File: src/logic/adc_seq_pkg.sv
// Purpose: shared constants for the converter channel sequencer
// Assumes: 25 MHz reference clock, all other rates derived from it
// Notes:   rates in Hz, times in ms, cycle counts derived below
package adc_seq_pkg;
    localparam int unsigned REF_CLK_HZ  = 25_000_000;
    localparam int unsigned CORE_CLK_HZ = 1_330_000;
    // rounded to nearest: the core rate is only approximate anyway
    localparam int unsigned CORE_DIV    = (REF_CLK_HZ + CORE_CLK_HZ / 2) / CORE_CLK_HZ;
    localparam int unsigned FAST_CLK_HZ = 2_000_000;
    localparam int unsigned SLOW_HZ     = 32_768;
    localparam int unsigned ACC_W       = 32;

    localparam int unsigned CODE_W      = 5;
    localparam int unsigned RESULT_W    = 10;
    localparam int unsigned ENTRIES     = 32;
    localparam int unsigned IDX_W       = 5;
    localparam int unsigned SLEEP_W     = 3;

    localparam logic [4:0] STOP_CODE    = 5'h1f;
    localparam logic [4:0] LAST_DEFINED = 5'h15;
    localparam logic [4:0] TOUCH_FIRST  = 5'h0a;
    localparam logic [4:0] TOUCH_LAST   = 5'h0d;
    localparam logic [4:0] GP_FIRST     = 5'h0a;
    localparam logic [4:0] OPT_SUPPLY   = 5'h16;
    localparam logic [4:0] OPT_CHARGE   = 5'h18;
    localparam logic [4:0] OPT_BACKUP   = 5'h19;
    localparam logic [4:0] OPT_BATDET   = 5'h1a;

    localparam int unsigned SLEEP_MAX_MS  = 27;
    localparam int unsigned SLEEP_STEPS   = 7;
    // longest interval rounds down, so code 7 never exceeds 27 ms
    localparam int unsigned SLEEP_STEP_TICKS = (SLEEP_MAX_MS * SLOW_HZ)
                                             / (1000 * SLEEP_STEPS);
    localparam int unsigned SLEEP_CNT_W   = 10;

    localparam logic [3:0] OPT_RESET      = 4'h0;
    localparam logic [4:0] CODE_RESET     = 5'h1f;
endpackage : adc_seq_pkg

File: src/logic/tick_if.sv
// Purpose: carries the derived time-base strobes between modules
// Assumes: one clock domain, strobes are one-cycle pulses
// Notes:   src drives, dst observes
interface tick_if;
    logic core_tick;
    logic fast_tick;
    logic slow_tick;
    modport src (output core_tick, output fast_tick, output slow_tick);
    modport dst (input  core_tick, input  fast_tick, input  slow_tick);
endinterface : tick_if

File: src/logic/adc_timebase.sv
// Purpose: derives core, 2.0 MHz and 32.768 kHz strobes from the reference clock
// Assumes: ref_clk_i at REF_CLK_HZ
// Notes:   2.0 MHz and 32.768 kHz use accumulators, so 2.0 MHz jitters by one cycle, 32.768 kHz by one 2.0 MHz period; core uses a rounded divider
module adc_timebase
(
    input  wire logic ref_clk_i,
    input  wire logic resetn_i,
    tick_if.src       tb
);
    logic [7:0]  core_cnt_reg;
    logic [31:0] fast_acc_reg;
    logic [31:0] slow_acc_reg;
    logic        core_tick_reg;
    logic        fast_tick_reg;
    logic        slow_tick_reg;

    always_ff @(posedge ref_clk_i or negedge resetn_i)
    begin
        if (!resetn_i)
        begin
            core_cnt_reg  <= 8'h00;
            core_tick_reg <= 1'b0;
        end
        else if (core_cnt_reg == 8'(adc_seq_pkg::CORE_DIV - 1))
        begin
            core_cnt_reg  <= 8'h00;
            core_tick_reg <= 1'b1;
        end
        else
        begin
            core_cnt_reg  <= core_cnt_reg + 8'h01;
            core_tick_reg <= 1'b0;
        end
    end

    // 2.0 MHz strobe from the reference, then 32.768 kHz from that strobe
    always_ff @(posedge ref_clk_i or negedge resetn_i)
    begin
        if (!resetn_i)
        begin
            fast_acc_reg  <= 32'h0;
            fast_tick_reg <= 1'b0;
        end
        else if (fast_acc_reg + adc_seq_pkg::FAST_CLK_HZ >= adc_seq_pkg::REF_CLK_HZ)
        begin
            fast_acc_reg  <= fast_acc_reg + adc_seq_pkg::FAST_CLK_HZ
                           - adc_seq_pkg::REF_CLK_HZ;
            fast_tick_reg <= 1'b1;
        end
        else
        begin
            fast_acc_reg  <= fast_acc_reg + adc_seq_pkg::FAST_CLK_HZ;
            fast_tick_reg <= 1'b0;
        end
    end

    always_ff @(posedge ref_clk_i or negedge resetn_i)
    begin
        if (!resetn_i)
        begin
            slow_acc_reg  <= 32'h0;
            slow_tick_reg <= 1'b0;
        end
        else if (!fast_tick_reg)
            slow_tick_reg <= 1'b0;
        else if (slow_acc_reg + adc_seq_pkg::SLOW_HZ >= adc_seq_pkg::FAST_CLK_HZ)
        begin
            slow_acc_reg  <= slow_acc_reg + adc_seq_pkg::SLOW_HZ
                           - adc_seq_pkg::FAST_CLK_HZ;
            slow_tick_reg <= 1'b1;
        end
        else
        begin
            slow_acc_reg  <= slow_acc_reg + adc_seq_pkg::SLOW_HZ;
            slow_tick_reg <= 1'b0;
        end
    end

    assign tb.core_tick = core_tick_reg;
    assign tb.fast_tick = fast_tick_reg;
    assign tb.slow_tick = slow_tick_reg;
endmodule : adc_timebase

File: src/logic/adc_channel_sequencer.sv
// Purpose: walks the selection table, converts each channel, stores results
// Assumes: analog front end answers conv_done_i after conv_start_o
// Notes:   control and status are plain ports, no register bus
module adc_channel_sequencer
(
    input  wire logic        ref_clk_i,
    input  wire logic        resetn_i,
    input  wire logic        converter_enable_bit_i,
    input  wire logic        sequence_start_bit_i,
    input  wire logic [2:0]  loop_sleep_interval_i,
    input  wire logic [3:0]  optional_activate_i,
    input  wire logic        touch_mode_i,
    input  wire logic        gain_high_i,
    input  wire logic        irq_mask_i,
    input  wire logic        round_clear_i,
    input  wire logic        source_clear_i,
    input  wire logic        table_write_i,
    input  wire logic [4:0]  table_addr_i,
    input  wire logic [4:0]  selection_table_entry_i,
    input  wire logic [4:0]  result_addr_i,
    output logic      [10:0] result_data_o,
    input  wire logic        pll_active_i,
    output logic             pll_request_o,
    output logic             conv_start_o,
    output logic      [4:0]  channel_code_field_o,
    output logic             channel_defined_o,
    output logic             touch_select_o,
    output logic             gain_select_o,
    input  wire logic        conv_done_i,
    input  wire logic [9:0]  conv_result_i,
    output logic             busy_o,
    output logic             round_complete_flag_o,
    output logic             adc_source_bit_o,
    output logic             external_interrupt_output_o
);
    typedef enum logic [2:0] {IDLE, PLL_WAIT, SELECT, CONVERT, SLEEP} seq_state_t;

    tick_if tb ();
    adc_timebase u_timebase
    (
        .ref_clk_i (ref_clk_i),
        .resetn_i  (resetn_i),
        .tb        (tb)
    );

    logic [4:0]  table_mem [adc_seq_pkg::ENTRIES];
    logic [10:0] result_mem [adc_seq_pkg::ENTRIES];
    seq_state_t  state_reg;
    logic [4:0]  idx_reg;
    logic [9:0]  sleep_cnt_reg;
    logic        gain_reg;
    logic        round_done_pulse;
    logic        run;
    logic [4:0]  entry;
    logic        defined;

    assign run   = converter_enable_bit_i && sequence_start_bit_i;
    assign entry = table_mem[idx_reg];

    // optional codes need their activation bit, everything above 21 else reserved
    always_comb
    begin
        case (entry)
            adc_seq_pkg::OPT_SUPPLY: defined = optional_activate_i[0];
            adc_seq_pkg::OPT_CHARGE: defined = optional_activate_i[1];
            adc_seq_pkg::OPT_BACKUP: defined = optional_activate_i[2];
            adc_seq_pkg::OPT_BATDET: defined = optional_activate_i[3];
            default:                 defined = (entry <= adc_seq_pkg::LAST_DEFINED);
        endcase
    end

    always_ff @(posedge ref_clk_i)
    begin
        if (table_write_i)
            table_mem[table_addr_i] <= selection_table_entry_i;
    end

    // results overwrite in place each loop; no read-side protection
    always_ff @(posedge ref_clk_i)
    begin
        if (state_reg == CONVERT && conv_done_i)
            result_mem[idx_reg] <= {gain_reg, conv_result_i};
    end

    always_ff @(posedge ref_clk_i or negedge resetn_i)
    begin
        if (!resetn_i)
            result_data_o <= 11'h000;
        else
            result_data_o <= result_mem[result_addr_i];
    end

    always_ff @(posedge ref_clk_i or negedge resetn_i)
    begin
        if (!resetn_i)
        begin
            state_reg        <= IDLE;
            idx_reg          <= 5'h00;
            sleep_cnt_reg    <= 10'h000;
            round_done_pulse <= 1'b0;
        end
        else
        begin
            round_done_pulse <= 1'b0;
            if (!run)
                state_reg <= IDLE;
            else
            begin
                case (state_reg)
                    IDLE:
                    begin
                        idx_reg   <= 5'h00;
                        state_reg <= pll_active_i ? SELECT : PLL_WAIT;
                    end
                    PLL_WAIT:
                        if (pll_active_i)
                            state_reg <= SELECT;
                    SELECT:
                        if (tb.core_tick)
                        begin
                            if (entry == adc_seq_pkg::STOP_CODE)
                            begin
                                round_done_pulse <= 1'b1;
                                sleep_cnt_reg    <= 10'(loop_sleep_interval_i
                                                   * adc_seq_pkg::SLEEP_STEP_TICKS);
                                state_reg        <= SLEEP;
                            end
                            else
                                state_reg <= CONVERT;
                        end
                    CONVERT:
                        if (conv_done_i)
                        begin
                            idx_reg <= idx_reg + 5'h01;
                            // a full table without a stop code still closes the round
                            if (idx_reg == 5'(adc_seq_pkg::ENTRIES - 1))
                            begin
                                round_done_pulse <= 1'b1;
                                sleep_cnt_reg    <= 10'(loop_sleep_interval_i
                                                   * adc_seq_pkg::SLEEP_STEP_TICKS);
                                state_reg        <= SLEEP;
                            end
                            else
                                state_reg <= SELECT;
                        end
                    SLEEP:
                        if (sleep_cnt_reg == 10'h000)
                        begin
                            idx_reg   <= 5'h00;
                            state_reg <= pll_active_i ? SELECT : PLL_WAIT;
                        end
                        else if (tb.slow_tick)
                            sleep_cnt_reg <= sleep_cnt_reg - 10'h001;
                    default:
                        state_reg <= IDLE;
                endcase
            end
        end
    end

    // front-end controls, all registered
    always_ff @(posedge ref_clk_i or negedge resetn_i)
    begin
        if (!resetn_i)
        begin
            conv_start_o         <= 1'b0;
            channel_code_field_o <= adc_seq_pkg::CODE_RESET;
            channel_defined_o    <= 1'b0;
            touch_select_o       <= 1'b0;
            gain_select_o        <= 1'b0;
            gain_reg             <= 1'b0;
        end
        else
        begin
            conv_start_o <= run && state_reg == SELECT && tb.core_tick
                            && entry != adc_seq_pkg::STOP_CODE;
            if (run && state_reg == SELECT && tb.core_tick
                && entry != adc_seq_pkg::STOP_CODE)
            begin
                channel_code_field_o <= entry;
                channel_defined_o    <= defined;
                touch_select_o       <= touch_mode_i && entry >= adc_seq_pkg::TOUCH_FIRST
                                        && entry <= adc_seq_pkg::TOUCH_LAST;
                // gain bit only has meaning on general-purpose inputs
                gain_select_o        <= gain_high_i && entry >= adc_seq_pkg::GP_FIRST
                                        && entry <= adc_seq_pkg::LAST_DEFINED
                                        && !(touch_mode_i && entry <= adc_seq_pkg::TOUCH_LAST);
                gain_reg             <= gain_high_i && entry >= adc_seq_pkg::GP_FIRST
                                        && entry <= adc_seq_pkg::LAST_DEFINED
                                        && !(touch_mode_i && entry <= adc_seq_pkg::TOUCH_LAST);
            end
        end
    end

    always_ff @(posedge ref_clk_i or negedge resetn_i)
    begin
        if (!resetn_i)
        begin
            pll_request_o <= 1'b0;
            busy_o        <= 1'b0;
        end
        else
        begin
            // hold the request for the whole run so the PLL stays up
            pll_request_o <= run;
            busy_o        <= run && state_reg != IDLE;
        end
    end

    // set wins over clear for both sticky bits
    always_ff @(posedge ref_clk_i or negedge resetn_i)
    begin
        if (!resetn_i)
        begin
            round_complete_flag_o       <= 1'b0;
            adc_source_bit_o            <= 1'b0;
            external_interrupt_output_o <= 1'b0;
        end
        else
        begin
            if (round_done_pulse)
                round_complete_flag_o <= 1'b1;
            else if (round_clear_i)
                round_complete_flag_o <= 1'b0;
            if (round_done_pulse)
                adc_source_bit_o <= 1'b1;
            else if (source_clear_i)
                adc_source_bit_o <= 1'b0;
            external_interrupt_output_o <= (round_done_pulse || (adc_source_bit_o
                                           && !source_clear_i)) && !irq_mask_i;
        end
    end
endmodule : adc_channel_sequencer

File: config.mk
export PLATFORM = sky130hd
export DESIGN_NAME = adc_channel_sequencer
export DESIGN_NICKNAME = d
export VERILOG_FILES = /design/src/logic/adc_seq_pkg.sv /design/src/logic/tick_if.sv /design/src/logic/adc_timebase.sv /design/src/logic/adc_channel_sequencer.sv
export SDC_FILE = /design/constraint.sdc
export NUM_CORES = 1
export LEC_CHECK = 0
export BUFFER_PORTS_ARGS = -buffer_cell sky130_fd_sc_hd__buf_2
export CAP_MARGIN = 20
export CORE_MARGIN = 2
export CORE_UTILIZATION = 60
export DETAILED_ROUTE_END_ITERATION = 12
export PLACE_DENSITY = 0.77
export SKIP_CTS_REPAIR_TIMING = 1
export SYNTH_ARGS = -nofsm -noshare
export SYNTH_HDL_FRONTEND = slang
export SYNTH_SLANG_ARGS = --single-unit
File: constraint.sdc
create_clock -name ref_clk_i -period 3.65 [get_ports ref_clk_i]
set_input_delay 0.73 -clock ref_clk_i [delete_from_list [all_inputs] [get_ports ref_clk_i]]
set_output_delay 0.73 -clock ref_clk_i [all_outputs]
set_load 0.02 [all_outputs]
# Yosys cells after proc, flatten, opt, wreduce, memory -nomap -nowiden
# Memory sizes are Yosys's and may differ from the RTL's. A register that Yosys moved wholly into a read port is not among the register bits.
# Index checks and enable logic that the tools add are counted.
totals:
  output_inout_bits: 25
  ram_bits: 512
  register_bits: 108
  n_memories: 2
  input_bits: 44
memory_table:
  columns: ["memory", "depth", "word_bits", "rd", "rd_clocked_by_memory_dff", "wr", "line", "text"]
  rows:
  - ["result_mem", 32, 11, 1, 1, 1, "adc_channel_sequencer.sv:47", "logic [10:0] result_mem [adc_seq_pkg::ENTRIES];"]
  - ["table_mem", 32, 5, 1, 0, 1, "adc_channel_sequencer.sv:46", "logic [4:0] table_mem [adc_seq_pkg::ENTRIES];"]
classes:
  muxes: 41
  add_sub_neg: 7
  magnitude_cmp: 5
  mul: 1
  eq_ne: 23
  reduce_logical: 29
ops:
  columns: ["cell", "n"]
  rows:
  - ["2-to-1 mux 32 bit", 2]
  - ["2-to-1 mux 10 bit", 6]
  - ["adder 32 x 16 -> 32 bit, second input constant", 1]
  - ["adder 32 x 21 -> 32 bit, second input constant", 1]
  - ["greater-or-equal comparator 32 x 21 -> 1 bit, second input constant", 1]
  - ["greater-or-equal comparator 32 x 25 -> 1 bit, second input constant", 1]
  - ["subtractor 32 x 21 -> 32 bit, second input constant", 1]
  - ["subtractor 32 x 25 -> 32 bit, second input constant", 1]
  - ["equality test 5 bit, second input constant", 6]
  - ["case mux 10 bit (3 select lines)", 1]
  - ["2-to-1 mux 3 bit", 7]
  - ["2-to-1 mux 1 bit", 17]
  - ["case mux 3 bit (5 select lines)", 1]
  - ["case mux 5 bit (3 select lines)", 1]
  - ["logical AND 1 bit", 14]
  - ["zero test 10 bit", 1]
  - ["2-to-1 mux 5 bit", 2]
  - ["subtractor 10 x 1 -> 10 bit, second input constant", 1]
  - ["multiplier 3 x 6 -> 9 bit, second input constant", 1]
  - ["inequality test 3 bit, second input constant", 3]
  - ["nonzero test 3 bit", 3]
  - ["adder 8 x 1 -> 8 bit, second input constant", 1]
  - ["equality test 8 x 5 -> 1 bit, second input constant", 1]
  - ["2-to-1 mux 8 bit", 1]
  - ["20 further kinds", 31]

# Longest topological paths before layout
# An unclocked memory read counts as a cell.
logic_depth:
  word_depth: 6
  depth_mapped: 13
  depth_no_buf: 11

# Hierarchy
# From an unflattened synthesis, not the netlist that was laid out.
unflattened:
  hier_cells: 1674
  area_unflattened_um2: 26908.3
modules_own_cells:
  columns: ["mod", "n_inst", "area_each_um2", "cells_each", "seq_area_each_um2"]
  rows:
  - ["adc_channel_sequencer", 1, 22365.2, 1147, 16482.1]
  - ["adc_timebase", 1, 4543.1, 527, 1551.5]

# Worst setup path before layout
# Ideal clock, no wire load.
synth_timing:
  kind: "input -> register"
  startpoint: "input result_addr_i[0]"
  endpoint: "register result_data_o[0] (read register of result_mem)"
  arrival_ps: 3032
  required_time_ps: 3525
  path_stages: 6
  n_path_buf: 3
  path_slack_ps: 493
  setup_ps: 125
  cell_sequence: "clkbuf_1 buf_2 buf_1 mux4_2 mux4_2 mux2_2"
synth_rtl:
  columns: ["element", "line", "text"]
  rows:
  - ["start: declaration", "adc_channel_sequencer.sv:20", "input wire logic [4:0] result_addr_i,"]
  - ["end: declaration", "adc_channel_sequencer.sv:21", "output logic [10:0] result_data_o,"]

# Final worst setup path
layout_timing:
  startpoint: "register u_timebase.fast_acc_reg[17]"
  endpoint: "register u_timebase.fast_acc_reg[29]"
layout_via:
  elab_chain_len: 3
  word_cells_on_any_way: 4
layout_rtl:
  columns: ["element", "line", "text"]
  rows:
  - ["start: declaration", "adc_timebase.sv:11", "logic [31:0] fast_acc_reg;"]
  - ["start signal: assignment", "adc_timebase.sv:46", "fast_acc_reg <= fast_acc_reg + adc_seq_pkg::FAST_CLK_HZ"]
  - ["start signal: assignment", "adc_timebase.sv:52", "fast_acc_reg <= fast_acc_reg + adc_seq_pkg::FAST_CLK_HZ;"]
  - ["adder 32 x 21 -> 32 bit (*)", "adc_timebase.sv:44, adc_timebase.sv:46, adc_timebase.sv:52", null]
  - ["subtractor 32 x 25 -> 32 bit or greater-or-equal comparator 32 x 25 -> 1 bit (tied branches)", "adc_timebase.sv:47, adc_timebase.sv:44", null]
  - ["2-to-1 mux 32 bit (*)", "adc_timebase.sv:44", "else if (fast_acc_reg + adc_seq_pkg::FAST_CLK_HZ >= adc_seq_pkg::REF_CLK_HZ)"]
# Mark *: on every way between the ends. The rest lies on a longest branch, timed or not.
# A chain may end at the register's enable or synchronous reset.

==> run summary <==
Vias in the first global route: 14900
H-tree levels: 2
Fmax: 299 MHz
Top cells by area, synth: edfxtp_1 58%, mux4_2 13%, dfrtp_1 9.5%
Total GRT Usage: 25.7%
Crit start category: flop
Clk pwr share: 42.8%
Worst vdd rail ir drop: 0.000453 V
Outcome: completed
Drt total wl: 57700 um
Post-route DRC: 0
Reg2Reg Depth: 9
Routed len/inst: 24.5 um
Final setup fails: 0
Max-capacitance violation count: 0
Switching part of the total: 20.7%
Crit Path Class: reg -> reg
Primary FF master, synth: edfxtp_1
Largest register FFs: 352
Core area: 0.0439 sq mm
Critical Path Slowest Stage Cell: or4_1
CP Data Arrival Time: 3.84 ns
Post-layout util: 67.8%
CTS root buf: clkbuf_16
DRT iter0 DRCs: 1571
Initial antenna violation count: 2
Avg Inst Size Synth: 16.7 sq um
Final-stage net count: 1781
Synth Register Bits: 618
Post-synth EDFFs: 512
Clk_lat worst skew: 0.63 ns
Final Skew: 0.0292 ns
Post-synth top area share: 58.0%
Setup repair after global routing missed its margin: no
Synthesized area: 0.0265 sq mm
Synth Instances: 1586
Final TNS setup: 0 ns
Number of failing hold endpoints at the final stage: 0
Final Total Pwr: 0.0146 W
Slew margin rel.: 45.9%
CTS clock-pin slew for the worst setup and hold paths: 0.06 ns
CP max FO: 10
Final period util: 91.7%
Register share of total power: 52.8%
Gp weighted congestion: 0.891
Worst-Margin Slew: 0.811 ns
Worst hold path class: in -> async
Max-slew violations: 0
Crit. End Element: flop
Synth-to-layout area growth: 12.4%
Total CTS buffers: 59
P per Cell Area: 491 mW/mm^2
Required @ worst endpoint: 4.14 ns
Via count: 14900
Combinational Power Share: 4.4%
Yosys top cell by area: edfxtp_1
Largest net degree at the start of global routing: 59
GR Overflow Total: 0
FF-to-FF End: u_timebase.fast_acc_reg[29]$_DFF_PN0_
Synth unique cells: 82
Synth warnings: 0
Via density: 6.34
Die extent in x: 214 um
Clock period minus worst slack: 3.35 ns
Pleak: 10.2 nW
Site Rows: 77
DRT antenna net count: 0
Post-synthesis net count: 1657
Setup slack, reg-to-reg: 0.30 ns
CP peak stage delay: 0.66 ns
DRT Pass-1 Iters: 6
Cells along the critical path: or4_1, a31oi_4, xnor2_1, o211ai_1, o21ai_2, o311ai_0, nand3_1, mux2_2, xnor2_1
Most frequent CP cell: xnor2_1
First-pass GRT wire length: 89400 um
Share of cells above drive strength 1: 24.6%
Seq/Total Area, Yosys: 68.0%
Internal Power: 0.0116 W
Top-count cell post-synth: edfxtp_1
Async set-reset flop share out of synthesis: 17.2%
Port buffer count: 68
Die area: 0.0459 sq mm
IO Pins: 69
Maximum clock path buffer count: 3
Initial core utilization: 60.3%
CTS Sinks: 618
Final Non-Filler Cells: 2355
DP Cell Count: 2241
FF-to-FF Start: u_timebase.fast_acc_reg[17]$_DFF_PN0_
Final HPWL DP: 36000 um
Vert. Die Dim: 214 um
P_sw: 0.00302 W
TritonCTS clock tree: yes
Post-synth top cells: 512 x edfxtp_1, 150 x mux4_2, 130 x nor2_1
## per-layer routing
layer	part of all wire, %	track usage (%)	vias to the layer above
met3	7.2	4.04	98
met5	0	0	-
li1	-	-	6496
met2	50	42.1	666
met4	2.3	7.27	0
met1	41	36.4	7668
## cell families (layout without fill, tap and decap cells)
logic type,Yosys count,in the layout,share of synthesized area (%)
other,0,2,0
XOR/XNOR,87,87,2.87
buffers and inverters,112,287,1.93
flip-flops,618,618,68.0
adder cells (fa/ha/maj),27,27,1.42
multiplexers,173,173,13.7
AND/OR/NAND/NOR,382,382,7.13
AO/OA/AOI/OAI,187,187,4.93
## worst max-delay path, delay by kind of cell (launching register included)
| family | cells | cell delay, ns |
|---|---|---|
| multiplexers | 1 | 0.35 |
| flip-flops | 1 | 0.50 |
| XOR/XNOR | 2 | 0.36 |
| AO/OA/AOI/OAI | 4 | 1.15 |
| AND/OR/NAND/NOR | 2 | 0.85 |
## cell type report
class | instances | area [sq um]
sequential | 618 | 18000
fill | 2894 | 14100
multi-input combinational | 856 | 7970
clock buffer | 82 | 1650
timing repair buffer | 135 | 905
tap | 592 | 741
clock inverter | 30 | 349
inverter | 40 | 150
antenna | 2 | 5.00
## stage by stage
step	cell area [sq um]	hold WS (ns)	setup slack (ns)
6_report	29800	0.183	0.303
5_1_grt	29800	0.238	0.0603
4_1_cts	29800	0.191	0.355
3_3_place_gp	27800	0.449	0.439
2_1_floorplan	26500	0.430	0.493
3_5_place_dp	27800	0.463	0.374
## placed cells by master (no fill, tap or decap), types with 7 or more instances in the layout
| master | netlist | routed |
|---|---|---|
| ha_1 | 22 | 21 |
| buf_2 | 15 | 65 |
| nor4_1 | 7 | 7 |
| or3_1 | 12 | 12 |
| bufinv_16 | 0 | 7 |
| mux2_2 | 17 | 17 |
| clkbuf_8 | 0 | 7 |
| xor2_1 | 25 | 25 |
| clkbuf_16 | 0 | 60 |
| nor2_1 | 130 | 130 |
| edfxtp_1 | 512 | 512 |
| nand4_1 | 19 | 19 |
| o31ai_1 | 8 | 8 |
| or2_2 | 7 | 7 |
| clkinv_2 | 0 | 11 |
| nand3b_1 | 11 | 11 |
| nand2_1 | 88 | 88 |
| and3_1 | 10 | 10 |
| clkbuf_1 | 35 | 15 |
| o211ai_1 | 9 | 9 |
| nand3_1 | 33 | 33 |
| nor3_1 | 17 | 17 |
| dfrtp_1 | 101 | 100 |
| a21o_1 | 7 | 7 |
| xnor2_1 | 62 | 62 |
| a22oi_1 | 21 | 21 |
| o22ai_1 | 10 | 10 |
| inv_1 | 39 | 39 |
| o21ai_0 | 44 | 44 |
| buf_4 | 5 | 65 |
| mux4_2 | 150 | 150 |
| a21oi_1 | 24 | 24 |
| a31oi_1 | 9 | 9 |
## how the worst max path moves through the flow
stage / start / end / slack (ns)
after floorplan: result_addr_i[0] / result_data_o[0]$_DFF_PN0_ / 0.49
after global placement: u_timebase.slow_acc_reg[15]$_DFFE_PN0P_ / u_timebase.slow_acc_reg[14]$_DFFE_PN0P_ / 0.44
after detailed placement: u_timebase.fast_acc_reg[17]$_DFF_PN0_ / u_timebase.fast_acc_reg[30]$_DFF_PN0_ / 0.37
after CTS: u_timebase.fast_acc_reg[17]$_DFF_PN0_ / u_timebase.fast_acc_reg[30]$_DFF_PN0_ / 0.35
after global routing: u_timebase.slow_acc_reg[18]$_DFFE_PN0P_ / u_timebase.slow_acc_reg[13]$_DFFE_PN0P_ / 0.06
final: u_timebase.fast_acc_reg[17]$_DFF_PN0_ / u_timebase.fast_acc_reg[29]$_DFF_PN0_ / 0.30
## power groups by stage
stage	clock network [W]	registers (W)	logic, W
global route	0.00661	0.00773	0.000698
floorplan	0	0.00789	0.000340
detailed placement	0	0.00787	0.000646
global placement	0	0.00787	0.000625
finish	0.00626	0.00773	0.000649
CTS	0.00636	0.00773	0.000653
No activity file was read; power rests on OpenSTA's default activity.
